File: config.mk
export PLATFORM = sky130hd
export DESIGN_NAME = cptd_detector
export DESIGN_NICKNAME = d
export VERILOG_FILES = /design/src/cptd_pkg.sv /design/src/cptd_timing_checker.sv /design/src/cptd_detector.sv
export VERILOG_INCLUDE_DIRS = /design/src
export SDC_FILE = /design/constraint.sdc
export NUM_CORES = 1
export LEC_CHECK = 0
export BUFFER_PORTS_ARGS = -buffer_cell sky130_fd_sc_hd__clkbuf_2
export CAP_MARGIN = 20
export CORE_AREA = 2 2 127 129
export DETAILED_ROUTE_END_ITERATION = 16
export DIE_AREA = 0 0 129 131
export GPL_TIMING_DRIVEN = 0
export PLACE_DENSITY = 0.8
export SKIP_CTS_REPAIR_TIMING = 1
export SYNTH_ARGS = -nofsm -noshare
export SYNTH_HDL_FRONTEND = slang
export SYNTH_HIERARCHICAL = 1
export SYNTH_SLANG_ARGS = --single-unit
File: constraint.sdc
create_clock -name mclk -period 5.31 [get_ports mclk]
set_input_delay 1.062 -clock mclk [delete_from_list [all_inputs] [get_ports mclk]]
set_output_delay 1.062 -clock mclk [all_outputs]
set_load 0.02 [all_outputs]
File: src/cptd_params.svh
// Register indices, field positions, reset values and timing counts for the tone detector
`ifndef CPTD_PARAMS_SVH
`define CPTD_PARAMS_SVH

// Register indices on the serial control port
`define CPTD_IDX_CONTROL 3'h0
`define CPTD_IDX_MIN_TIMES 3'h1
`define CPTD_IDX_MAX_TIMES 3'h2
`define CPTD_IDX_DIFF_LIMITS 3'h3
`define CPTD_IDX_CYCLE_THR 3'h4
`define CPTD_IDX_STATUS 3'h5

// Control fields
`define CPTD_CTL_EN_BIT 0
`define CPTD_CTL_MODE_BIT 1
`define CPTD_CTL_SRC_LSB 2
`define CPTD_CTL_SRC_MSB 6
// Paired 8-bit fields: burst in the low byte, gap in the high byte
`define CPTD_BURST_LSB 0
`define CPTD_BURST_MSB 7
`define CPTD_GAP_LSB 8
`define CPTD_GAP_MSB 15
// Cycle count and thresholds
`define CPTD_NUM_LSB 0
`define CPTD_NUM_MSB 2
`define CPTD_LEVEL_LSB 3
`define CPTD_LEVEL_MSB 10
`define CPTD_SNR_LSB 11
`define CPTD_SNR_MSB 14

// Write masks and reset values
`define CPTD_CONTROL_MASK 16'h007F
`define CPTD_CYCLE_THR_MASK 16'h7FFF
`define CPTD_REG_RESET 16'h0000

// Timing: clock period and tick period in ns
`define CPTD_CLK_PERIOD_NS 8
`define CPTD_TICK_PERIOD_NS 1000000
`define CPTD_MIN_CYCLES 3'h2
`define CPTD_LEN_MAX 8'hFF
`define CPTD_CYC_MAX 3'h7

`endif

File: src/cptd_pkg.sv
// Types shared by the call progress tone detector
package cptd_pkg;
  typedef enum logic {
    CPTD_MODE_COOKED,
    CPTD_MODE_RAW
  } cptd_mode_t;

  typedef enum logic [1:0] {
    CPTD_ST_QUIET,
    CPTD_ST_ARMED,
    CPTD_ST_BURST,
    CPTD_ST_GAP
  } cptd_state_t;
endpackage : cptd_pkg

File: src/cptd_timing_checker.sv
// Burst/gap timing checker for cooked mode
`timescale 1ns/100ps
`include "cptd_params.svh"
module cptd_timing_checker import cptd_pkg::*; (
  // Clock and reset
  input wire logic mclk,
  input wire logic chk_rst,
  // Measurement
  input wire logic tick,
  input wire logic present,
  // Limits
  input wire logic [7:0] burst_time_floor,
  input wire logic [7:0] burst_time_ceiling,
  input wire logic [7:0] gap_time_floor,
  input wire logic [7:0] gap_time_ceiling,
  input wire logic [7:0] burst_spread_limit,
  input wire logic [7:0] gap_spread_limit,
  input wire logic [2:0] cycle_count,
  // Result
  output logic qualified
);

  function automatic logic [7:0] abs_diff(input logic [7:0] a, input logic [7:0] b);
    abs_diff = (a > b) ? (a - b) : (b - a);
  endfunction : abs_diff

  cptd_state_t state_q, state_d;
  logic [7:0] len_q, len_d;
  logic [7:0] prev_b_q, prev_b_d;
  logic [7:0] prev_g_q, prev_g_d;
  logic have_b_q, have_b_d;
  logic have_g_q, have_g_d;
  logic [2:0] cyc_q, cyc_d;
  logic qual_q, qual_d;
  logic [2:0] need;
  logic [7:0] len_inc;
  logic burst_ok;
  logic gap_ok;

  assign qualified = qual_q;

  always_comb begin
    // Fewer than two cycles never qualifies, whatever is programmed
    need = (cycle_count < `CPTD_MIN_CYCLES) ? `CPTD_MIN_CYCLES : cycle_count;
    len_inc = (len_q == `CPTD_LEN_MAX) ? len_q : len_q + 8'h01;
    burst_ok = (len_q >= burst_time_floor) && (len_q <= burst_time_ceiling) &&
               (!have_b_q || abs_diff(len_q, prev_b_q) <= burst_spread_limit);
    gap_ok = (len_q >= gap_time_floor) && (len_q <= gap_time_ceiling) &&
             (!have_g_q || abs_diff(len_q, prev_g_q) <= gap_spread_limit);
    state_d = state_q;
    len_d = len_q;
    prev_b_d = prev_b_q;
    prev_g_d = prev_g_q;
    have_b_d = have_b_q;
    have_g_d = have_g_q;
    cyc_d = cyc_q;
    qual_d = 1'b0;
    if (tick) begin
      unique case (state_q)
        CPTD_ST_QUIET: begin
          // A burst already running when we restart has an unknown length
          if (!present) begin
            state_d = CPTD_ST_ARMED;
          end
        end
        CPTD_ST_ARMED: begin
          if (present) begin
            state_d = CPTD_ST_BURST;
            len_d = 8'h01;
          end
        end
        CPTD_ST_BURST: begin
          if (present) begin
            len_d = len_inc;
            if (len_q > burst_time_ceiling) begin
              state_d = CPTD_ST_QUIET;
              have_b_d = 1'b0;
              have_g_d = 1'b0;
              cyc_d = 3'h0;
            end
          end else if (burst_ok) begin
            prev_b_d = len_q;
            have_b_d = 1'b1;
            state_d = CPTD_ST_GAP;
            len_d = 8'h01;
          end else begin
            state_d = CPTD_ST_ARMED;
            have_b_d = 1'b0;
            have_g_d = 1'b0;
            cyc_d = 3'h0;
          end
        end
        CPTD_ST_GAP: begin
          if (!present) begin
            len_d = len_inc;
            if (len_q > gap_time_ceiling) begin
              state_d = CPTD_ST_ARMED;
              have_b_d = 1'b0;
              have_g_d = 1'b0;
              cyc_d = 3'h0;
            end
          end else if (gap_ok) begin
            // Burst plus gap completes one cycle; the burst now starting sets the flag once the count reaches need
            prev_g_d = len_q;
            have_g_d = 1'b1;
            cyc_d = (cyc_q == `CPTD_CYC_MAX) ? cyc_q : cyc_q + 3'h1;
            qual_d = ((cyc_q + 3'h1) >= need) || (cyc_q == `CPTD_CYC_MAX);
            state_d = CPTD_ST_BURST;
            len_d = 8'h01;
          end else begin
            // The burst starting now is the next candidate
            state_d = CPTD_ST_BURST;
            len_d = 8'h01;
            have_b_d = 1'b0;
            have_g_d = 1'b0;
            cyc_d = 3'h0;
          end
        end
      endcase
    end
  end

  always_ff @(posedge mclk) begin
    if (chk_rst) begin
      state_q <= CPTD_ST_QUIET;
      len_q <= 8'h00;
      prev_b_q <= 8'h00;
      prev_g_q <= 8'h00;
      have_b_q <= 1'b0;
      have_g_q <= 1'b0;
      cyc_q <= 3'h0;
      qual_q <= 1'b0;
    end else begin
      state_q <= state_d;
      len_q <= len_d;
      prev_b_q <= prev_b_d;
      prev_g_q <= prev_g_d;
      have_b_q <= have_b_d;
      have_g_q <= have_g_d;
      cyc_q <= cyc_d;
      qual_q <= qual_d;
    end
  end

endmodule : cptd_timing_checker

File: src/cptd_detector.sv
// Call progress tone detector: registers, signal presence, tick and flag
//
// What this block does
// - The selected input is watched while the unit is enabled and the flag reports a tone in the 340-640 Hz band.
// - Raw mode reports a qualifying signal straight away without the timing checker.
// - In cooked mode a burst followed by a gap is one cycle and at least two cycles are needed.
// - In cooked mode the flag is set on the first burst after the programmed cycle count is seen.
// - Once set in cooked mode the flag stays on until the unit is disabled or switched to raw mode.
// - Bursts and gaps are accepted only between their 8-bit minimum and maximum times.
// - Consecutive bursts and consecutive gaps may differ by at most their 8-bit spread limits.
// - Any timing violation resets the checker, which restarts with the next valid burst.
// - Reading status leaves the flag alone, and disabling the unit clears it.
// - A signal counts as present only at or above the 8-bit level and 4-bit SNR floors.
// - There is a unit enable, a raw/cooked select and a 5-bit input source select.
`timescale 1ns/100ps
`include "cptd_params.svh"
module cptd_detector import cptd_pkg::*; #(
  parameter int unsigned TICK_CYCLES = `CPTD_TICK_PERIOD_NS / `CPTD_CLK_PERIOD_NS
) (
  // Clock and reset
  input wire logic mclk,
  input wire logic sys_rst,
  // Serial control port register access
  input wire logic reg_wr_en,
  input wire logic reg_rd_en,
  input wire logic [2:0] reg_index,
  input wire logic [15:0] reg_wdata,
  output logic [15:0] reg_rdata,
  // Band-pass stage results for the selected source
  input wire logic [7:0] band_level,
  input wire logic [3:0] band_snr,
  // Source routing and result
  output logic [4:0] input_source_select,
  output logic call_progress_flag
);

  ////////////////////////////////////////////////////////////////////////////
  // Registers
  logic [15:0] tone_detect_control_q, tone_detect_control_d;
  logic [15:0] tone_minimum_times_q, tone_minimum_times_d;
  logic [15:0] tone_maximum_times_q, tone_maximum_times_d;
  logic [15:0] tone_difference_limits_q, tone_difference_limits_d;
  logic [15:0] tone_cycle_and_thresholds_q, tone_cycle_and_thresholds_d;
  logic [15:0] rdata_q, rdata_d;
  logic unit_en;
  cptd_mode_t mode;

  assign unit_en = tone_detect_control_q[`CPTD_CTL_EN_BIT];
  assign mode = cptd_mode_t'(tone_detect_control_q[`CPTD_CTL_MODE_BIT]);
  assign input_source_select = tone_detect_control_q[`CPTD_CTL_SRC_MSB:`CPTD_CTL_SRC_LSB];
  assign reg_rdata = rdata_q;

  ////////////////////////////////////////////////////////////////////////////
  // Register decode
  // Bits above a register's width are dropped on write, so they always read back as zero
  function automatic logic [15:0] write_mask(input logic [2:0] idx);
    unique case (idx)
      `CPTD_IDX_CONTROL: write_mask = `CPTD_CONTROL_MASK;
      `CPTD_IDX_CYCLE_THR: write_mask = `CPTD_CYCLE_THR_MASK;
      `CPTD_IDX_MIN_TIMES, `CPTD_IDX_MAX_TIMES, `CPTD_IDX_DIFF_LIMITS: write_mask = 16'hFFFF;
      // Status and unused indices take no write
      default: write_mask = 16'h0000;
    endcase
  endfunction : write_mask

  logic [15:0] wr_word;
  assign wr_word = reg_wdata & write_mask(reg_index);

  always_comb begin
    tone_detect_control_d = tone_detect_control_q;
    tone_minimum_times_d = tone_minimum_times_q;
    tone_maximum_times_d = tone_maximum_times_q;
    tone_difference_limits_d = tone_difference_limits_q;
    tone_cycle_and_thresholds_d = tone_cycle_and_thresholds_q;
    if (reg_wr_en) begin
      unique case (reg_index)
        `CPTD_IDX_CONTROL: tone_detect_control_d = wr_word;
        `CPTD_IDX_MIN_TIMES: tone_minimum_times_d = wr_word;
        `CPTD_IDX_MAX_TIMES: tone_maximum_times_d = wr_word;
        `CPTD_IDX_DIFF_LIMITS: tone_difference_limits_d = wr_word;
        `CPTD_IDX_CYCLE_THR: tone_cycle_and_thresholds_d = wr_word;
        default: ;
      endcase
    end
    // Status is read-only and a read has no side effect on the flag
    rdata_d = rdata_q;
    if (reg_rd_en) begin
      unique case (reg_index)
        `CPTD_IDX_CONTROL: rdata_d = tone_detect_control_q;
        `CPTD_IDX_MIN_TIMES: rdata_d = tone_minimum_times_q;
        `CPTD_IDX_MAX_TIMES: rdata_d = tone_maximum_times_q;
        `CPTD_IDX_DIFF_LIMITS: rdata_d = tone_difference_limits_q;
        `CPTD_IDX_CYCLE_THR: rdata_d = tone_cycle_and_thresholds_q;
        `CPTD_IDX_STATUS: rdata_d = {15'h0000, call_progress_flag};
        default: rdata_d = 16'h0000;
      endcase
    end
  end

  always_ff @(posedge mclk) begin
    if (sys_rst) begin
      tone_detect_control_q <= `CPTD_REG_RESET;
      tone_minimum_times_q <= `CPTD_REG_RESET;
      tone_maximum_times_q <= `CPTD_REG_RESET;
      tone_difference_limits_q <= `CPTD_REG_RESET;
      tone_cycle_and_thresholds_q <= `CPTD_REG_RESET;
      rdata_q <= 16'h0000;
    end else begin
      tone_detect_control_q <= tone_detect_control_d;
      tone_minimum_times_q <= tone_minimum_times_d;
      tone_maximum_times_q <= tone_maximum_times_d;
      tone_difference_limits_q <= tone_difference_limits_d;
      tone_cycle_and_thresholds_q <= tone_cycle_and_thresholds_d;
      rdata_q <= rdata_d;
    end
  end

  ////////////////////////////////////////////////////////////////////////////
  // Register fields
  // Burst limits sit in the low byte of each pair, gap limits in the high byte
  logic [7:0] burst_time_floor;
  logic [7:0] gap_time_floor;
  logic [7:0] burst_time_ceiling;
  logic [7:0] gap_time_ceiling;
  logic [7:0] burst_spread_limit;
  logic [7:0] gap_spread_limit;
  logic [2:0] cycle_count;
  // Presence thresholds
  logic [7:0] level_floor;
  logic [3:0] snr_floor;

  assign burst_time_floor = tone_minimum_times_q[`CPTD_BURST_MSB:`CPTD_BURST_LSB];
  assign gap_time_floor = tone_minimum_times_q[`CPTD_GAP_MSB:`CPTD_GAP_LSB];
  assign burst_time_ceiling = tone_maximum_times_q[`CPTD_BURST_MSB:`CPTD_BURST_LSB];
  assign gap_time_ceiling = tone_maximum_times_q[`CPTD_GAP_MSB:`CPTD_GAP_LSB];
  assign burst_spread_limit = tone_difference_limits_q[`CPTD_BURST_MSB:`CPTD_BURST_LSB];
  assign gap_spread_limit = tone_difference_limits_q[`CPTD_GAP_MSB:`CPTD_GAP_LSB];
  assign cycle_count = tone_cycle_and_thresholds_q[`CPTD_NUM_MSB:`CPTD_NUM_LSB];
  assign level_floor = tone_cycle_and_thresholds_q[`CPTD_LEVEL_MSB:`CPTD_LEVEL_LSB];
  assign snr_floor = tone_cycle_and_thresholds_q[`CPTD_SNR_MSB:`CPTD_SNR_LSB];

  ////////////////////////////////////////////////////////////////////////////
  // Presence and tick
  logic present_q, present_d;
  logic [31:0] tick_cnt_q, tick_cnt_d;
  logic tick_q, tick_d;

  always_comb begin
    // Presence is registered once so both modes judge the same sample
    present_d = unit_en &&
      (band_level >= level_floor) &&
      (band_snr >= snr_floor);
    // Tick restarts on enable so the first interval is a full one
    // The count is wide enough for the default one-millisecond tick
    tick_d = 1'b0;
    tick_cnt_d = tick_cnt_q + 32'h1;
    if (!unit_en) begin
      tick_cnt_d = 32'h0;
    end else if (tick_cnt_q >= 32'(TICK_CYCLES - 1)) begin
      tick_cnt_d = 32'h0;
      tick_d = 1'b1;
    end
  end

  always_ff @(posedge mclk) begin
    if (sys_rst) begin
      present_q <= 1'b0;
      tick_cnt_q <= 32'h0;
      tick_q <= 1'b0;
    end else begin
      present_q <= present_d;
      tick_cnt_q <= tick_cnt_d;
      tick_q <= tick_d;
    end
  end

  ////////////////////////////////////////////////////////////////////////////
  // Timing checker and flag
  logic qualified;
  logic chk_rst;
  logic flag_q, flag_d;

  // Checker is held in reset while disabled or in raw mode
  assign chk_rst = sys_rst || !unit_en || (mode == CPTD_MODE_RAW);
  assign call_progress_flag = flag_q;

  // Limits are read live, so reprogramming them mid-run takes effect at the next tick
  cptd_timing_checker u_checker (
    .mclk(mclk),
    .chk_rst(chk_rst),
    .tick(tick_q),
    .present(present_q),
    .burst_time_floor(burst_time_floor),
    .burst_time_ceiling(burst_time_ceiling),
    .gap_time_floor(gap_time_floor),
    .gap_time_ceiling(gap_time_ceiling),
    .burst_spread_limit(burst_spread_limit),
    .gap_spread_limit(gap_spread_limit),
    .cycle_count(cycle_count),
    .qualified(qualified)
  );

  always_comb begin
    // Raw mode has no memory: the flag follows presence cycle by cycle
    flag_d = flag_q;
    if (!unit_en) begin
      flag_d = 1'b0;
    end else if (mode == CPTD_MODE_RAW) begin
      flag_d = present_q;
    end else if (qualified) begin
      flag_d = 1'b1;
    end
  end

  always_ff @(posedge mclk) begin
    if (sys_rst) begin
      flag_q <= 1'b0;
    end else begin
      flag_q <= flag_d;
    end
  end

endmodule : cptd_detector

Yosys cells after proc, flatten, opt, wreduce, memory -nomap -nowiden
Cells that the tools add are included.

word-level totals
  flip-flop bits (word level) = 163

operators by class
  add/sub/neg operators = 7
  muxes and demuxes = 42
  bitwise logic cells = 6
  eq/ne operators = 18
  magnitude comparators = 15
  reductions and logical operators = 35

operator list
  cell                   count
  $pmux 16 s6            1
  $mux 8                 7
  $pmux 16 s3            1
  $add 32x1->32 const B  1
  $ge 32x17->1 const B   1
  $gt 8x8->1             4
  $le 8x8->1             4
  $sub 8x8->8            4
  $ge 8x8->1             3
  $mux 3                 8
  $pmux 8 s3             1
  $and 16x16->16         1
  $reduce_and 5->1       3
  $mux 2                 7
  $mux 1                 13
  $reduce_and 4->1       3
  $reduce_and 2->1       5
  $eq 3x3->1 const B     3
  $ne 3x2->1 const B     3
  $add 8x1->8 const B    1
  $eq 8x8->1 const B     1
  $pmux 2 s4             1
  $eq 3x2->1 const B     2
  $logic_and 1x1->1      6
  23 further kinds       39

Logic depth before layout (Yosys ltp)
  depth after elaboration = 8
  gate-level depth with buffers = 20
  gate-level depth less buffers = 18

By module
The synthesis kept the hierarchy.

modules (own cells, without submodules)
  module               instances  cells each  sequential area each (µm²)  area an instance (µm²)
  cptd_detector        1          606         2622.5                      5412.7
  cptd_timing_checker  1          497         640.6                       4027.6

Least setup slack after synthesis
OpenSTA, ideal clock, no wires.

  kind = reg-to-reg
  start = register u_checker.len_q[0]
  end = register u_checker.prev_b_q[1]
  cell stages (with the launch flop) = 20
  setup time = 0.128 ns
  arrival time = 4.042 ns
  slack = 1.140 ns
  cell sequence = dfxtp_1 -> inv_1 -> ha_1 -> inv_1 -> fa_1 -> a21o_1 -> a21oi_1 -> o21ai_0 -> o22a_1 -> buf_2 -> mux2_2 -> xor2_1 -> ha_1 -> nand4_1 -> or2_2 -> a32o_1 -> or4_1 -> buf_4 -> mux2i_1 -> nor2_1

on the way
  cells in the longest elaborated chain, start to end = 6

ends and longest elaborated chain
  element                                           line                        text
  start, declared                                   cptd_timing_checker.sv:28   logic [7:0] len_q, len_d;
  start signal, assigned                            cptd_timing_checker.sv:135  len_q <= len_d;
  $sub 8x8->8 / $gt 8x8->1 (equally long branches)  cptd_timing_checker.sv:24   abs_diff = (a > b) ? (a - b) : (b - a);
  $mux 8                                            cptd_timing_checker.sv:24
  $le 8x8->1                                        cptd_timing_checker.sv:47   (!have_b_q || abs_diff(len_q, prev_b_q) <= burst_spread_limit);
  $logic_or 1x1->1                                  cptd_timing_checker.sv:47
  $logic_and 1x1->1 (*)                             cptd_timing_checker.sv:46   burst_ok = (len_q >= burst_time_floor) && (len_q <= burst_time_ceiling) &&
  $reduce_and 4->1 (no line) (*)                    -
  end signal, assigned                              cptd_timing_checker.sv:136  prev_b_q <= prev_b_d;
  end, declared                                     cptd_timing_checker.sv:29   logic [7:0] prev_b_q, prev_b_d;

Every way passes the cells marked *; elsewhere a longest branch is shown, timed or not.
A chain may end at the register's enable or synchronous reset.

Worst setup path in the final report
  start = register u_checker.len_q[4]
  end = register u_checker.cyc_q[2]

on the way
  cells in the longest elaborated chain, start to end = 8

ends and longest elaborated chain
  element                                           line                        text
  $sub 8x8->8 / $gt 8x8->1 (equally long branches)  cptd_timing_checker.sv:24
  $mux 8                                            cptd_timing_checker.sv:24
  $le 8x8->1                                        cptd_timing_checker.sv:49   (!have_g_q || abs_diff(len_q, prev_g_q) <= gap_spread_limit);
  $logic_or 1x1->1                                  cptd_timing_checker.sv:49
  $logic_and 1x1->1                                 cptd_timing_checker.sv:48   gap_ok = (len_q >= gap_time_floor) && (len_q <= gap_time_ceiling) &&
  $mux 3                                            cptd_timing_checker.sv:102  end else if (gap_ok) begin
  $mux 3                                            cptd_timing_checker.sv:94   if (!present) begin
  $pmux 3 s2                                        cptd_timing_checker.sv:59   unique case (state_q)
  end signal, assigned                              cptd_timing_checker.sv:140  cyc_q <= cyc_d;
  end, declared                                     cptd_timing_checker.sv:33   logic [2:0] cyc_q, cyc_d;

Parallel ways exist; a longest one is shown, timed or not.

==> metrics.md <==
| Metric | Value |
|---|---|
| Outcome | `completed` |
| Final std cells w/o fill | `1419` |
| Main synth FF type | `dfxtp_1` |
| Post-DP HPWL | `18050 um` |
| Final slew viol count | `0` |
| DRC Markers | `0` |
| Antenna violations before repair | `0` |
| Setup tns final | `0 ns` |
| GRT overflow | `0` |
| CTS Buf Count | `17` |
| Relative slew slack | `0.5084` |
| Sequential share of the synthesized area | `0.3457` |
| Clock tree sinks | `163` |
| Pwr Density | `248.1 mW/mm^2` |
| CTS tree | `done` |
| Worst skew pair latency | `0.43 ns` |
| WP data required | `5.62 ns` |
| Clock Path Buffers | `2` |
| Synth Area in Simple Gates | `0.1840` |
| Pre-CTS WS | `0.2353 ns` |
| Root buffer cell | `clkbuf_16` |
| Routed WL | `24770 um` |
| Most frequent cells in the layout | `dfxtp_1 (163), nand2_1 (125), inv_1 (109)` |
| Synth Register Bits | `163` |
| Post-synthesis mux area share | `0.07449` |
| Final min period | `5.072 ns` |
| Die H | `131 um` |
| Fmax | `197.2 MHz` |
| Fin worst setup slack | `0.2380 ns` |
| YS warnings | `6` |
| Diode count | `0` |
| Die Wd | `129 um` |
| CP cell instances | `inv_1, ha_1, inv_1, o31ai_2, a31oi_4, nor2_4, mux2_4, a32o_1, nor4b_1, ha_1, nand4_1, o21a_1, o21ai_0, and3_1, a211o_1, a32o_1` |
| Worst-Margin Slew | `0.7363 ns` |
| Area Overhead vs Synth | `12.56%` |
| Post-synth EDFFs | `0` |
| Area occupied by multi-input gates | `0.005564 mm^2` |
| CP max stage delay | `0.73 ns` |
| Period utilization | `0.9552` |
| DR pass1 iterations | `6` |
| H-tree levels | `4` |
| # fillers | `1258` |
| Worst Hold Class | `register to register` |
| Hold Slack | `0.4628 ns` |
| WL per Instance | `17.46 um` |
| Final Wtd Congestion | `0.9359` |
| Synth Area in XOR/XNOR | `0.02598` |
| Post-Syn Area | `0.009440 mm^2` |
| Initial cell density of the core | `0.6052` |
| Die area | `0.01690 mm^2` |
| Inst Count DP | `1387` |
| RSZ-0062 raised after global routing | `no` |
| Total of max-cap violations | `0` |
| Row cnt | `46` |
| CP endpoint kind | `register` |
| Mapped Avg Cell Area | `8.559 um^2` |
| Crit-path slowest cell | `dfxtp_1` |
| Commonest non-fill, non-tap cell in the layout | `dfxtp_1` |
| Largest family of logic cells by synthesized area | `simple AND/OR/NAND/NOR gates` |
| Vias in the first global route | `8156` |
| Gr usage total | `0.3039` |
| Final #Nets | `1326` |
| Adder-Cell Fraction of Synth Area | `0.1370` |
| Via-per-instance ratio | `5.992` |
| First-pass GRT wire length | `40230 um` |
| Layout cells sized above 1 | `0.1264` |
| Final setup violation count | `0` |
| Peak supply drop | `0.0002378 V` |
| Crit path max fanout | `12` |
| Routed Antenna Nets | `0` |
| Largest net degree at the start of global routing | `18` |
| Port bufs | `54` |
| Core Area | `0.01560 mm^2` |
| Netlist cell types | `78` |
| Worst setup SP type | `register` |
| Crit Path Category | `register to register` |
| Via count | `8502` |
| Design Area, Final | `0.01063 mm^2` |
| Post-Place Cell Area | `0.01003 mm^2` |
| Leak pwr | `4.055 nW` |
| Data arrival time of the critical path | `5.38 ns` |
| Register Area | `0.003263 mm^2` |
| Gate Count Post-Synth | `1103` |
| # IOs | `57` |
| Post-synth ARST share | `0` |
| Final hold vios | `0` |
| Iter 0 DRT Violations | `970` |
| Fraction of the mapped netlist area in compound gates | `0.1620` |
| Reg clk slew, reported paths | `0.07 ns` |
| Fin Clk Skew | `0.008180 ns` |
registers in the layout (all words and copies together), names as in the netlist:
signal / cells
call_progress_flag: 1
present_q: 1
reg_rdata: 16
tick_cnt_q: 32
tick_q: 1
tone_cycle_and_thresholds_q: 16
tone_detect_control_q: 16
tone_difference_limits_q: 16
tone_maximum_times_q: 16
tone_minimum_times_q: 16
u_checker/cyc_q: 3
u_checker/have_b_q: 1
u_checker/have_g_q: 1
u_checker/len_q: 8
u_checker/prev_b_q: 8
u_checker/prev_g_q: 8
u_checker/qualified: 1
u_checker/state_q: 2
cells by family (layout without fill, tap and decap cells):
group / Yosys count / in the layout
AND/OR/NAND/NOR: 358 / 358
AO/OA/AOI/OAI: 240 / 240
flip-flops: 163 / 163
buffers and inverters: 162 / 248
adder cells (fa/ha/maj): 101 / 101
multiplexers: 50 / 50
XOR/XNOR: 28 / 28
other: 1 / 15
layout make-up:
cell class / count / area share
multi-input combinational: 792 / 0.5236
tap: 216 / 0.02543
clock inverter: 14 / 0.01507
clock buffer: 18 / 0.04039
inverter: 109 / 0.03850
timing repair buffer: 55 / 0.02614
sequential: 163 / 0.3071
buffer: 52 / 0.02378
Yosys cell counts, types with 3 or more instances:
cell	n	area share
nand4_1	16	0.011
a221oi_1	3	0.0028
and4_1	5	0.0046
mux4_2	15	0.036
a21o_1	11	0.0087
xnor2_1	20	0.019
nand2b_1	7	0.0046
nor3_1	19	0.010
xor2_1	8	0.0074
a31oi_1	9	0.0060
nand3_1	59	0.031
clkbuf_1	28	0.011
ha_1	97	0.13
a211o_1	3	0.0028
o21a_1	5	0.0040
fa_1	4	0.0085
o21ai_0	37	0.020
buf_4	6	0.0048
and2_1	14	0.0093
mux2i_1	29	0.031
mux2_2	4	0.0048
o211ai_1	7	0.0056
and3_1	8	0.0053
nand2_1	125	0.050
o21bai_1	6	0.0048
nor3b_1	3	0.0024
a21oi_1	103	0.055
a211oi_1	10	0.0080
inv_1	109	0.043
nor2_1	62	0.025
buf_2	15	0.0080
or3_1	4	0.0027
a32o_1	4	0.0042
dfxtp_1	163	0.35
nor4_1	9	0.0060
nor2b_1	10	0.0066
a22oi_1	15	0.012
per-layer routing:
layer	track usage	vias to the layer above	wire length (um)
met5	0	-	0
met4	0.1483	0	1133
met3	0.05415	98	1904
met2	0.4998	436	11550
met1	0.3886	3941	10190
li1	-	4027	-
final timing paths:
path | from | endpoint | slack (ns) | cells past startpoint
setup / recovery | u_checker/len_q[4] | u_checker/cyc_q[2] | 0.24 | 16
hold / removal | tone_detect_control_q[11] | tone_detect_control_q[11] | 0.46 | 1
setup reg to reg | u_checker/len_q[4] | u_checker/cyc_q[2] | 0.24 | 16
hold reg to reg | tone_detect_control_q[11] | tone_detect_control_q[11] | 0.46 | 1
through the flow:
| step | total power, mW | util |
|---|---|---|
| finish | 2.637 | 0.6813 |
| global route | 2.720 | 0.6813 |
| CTS | 2.639 | 0.6811 |
| detailed placement | 1.426 | 0.6433 |
| global placement | 1.423 | 0.6433 |
| floorplan | 1.369 | - |
worst max-delay path: cells and delay by family (launching register included):
kind,cells,cell delay (ns)
AO/OA/AOI/OAI,7,1.66
multiplexers,1,0.33
flip-flops,1,0.73
adder cells (fa/ha/maj),2,0.79
buffers and inverters,2,0.41
AND/OR/NAND/NOR,4,1.02
power by group:
| part | total (mW) | internal, mW | switching (mW) |
|---|---|---|---|
| Clock | 1.23 | 0.669 | 0.562 |
| Combinational | 0.157 | 0.0528 | 0.104 |
| Sequential | 1.25 | 1.24 | 0.0110 |
| Total | 2.64 | 1.96 | 0.677 |
(Power assumes the default switching activity.)
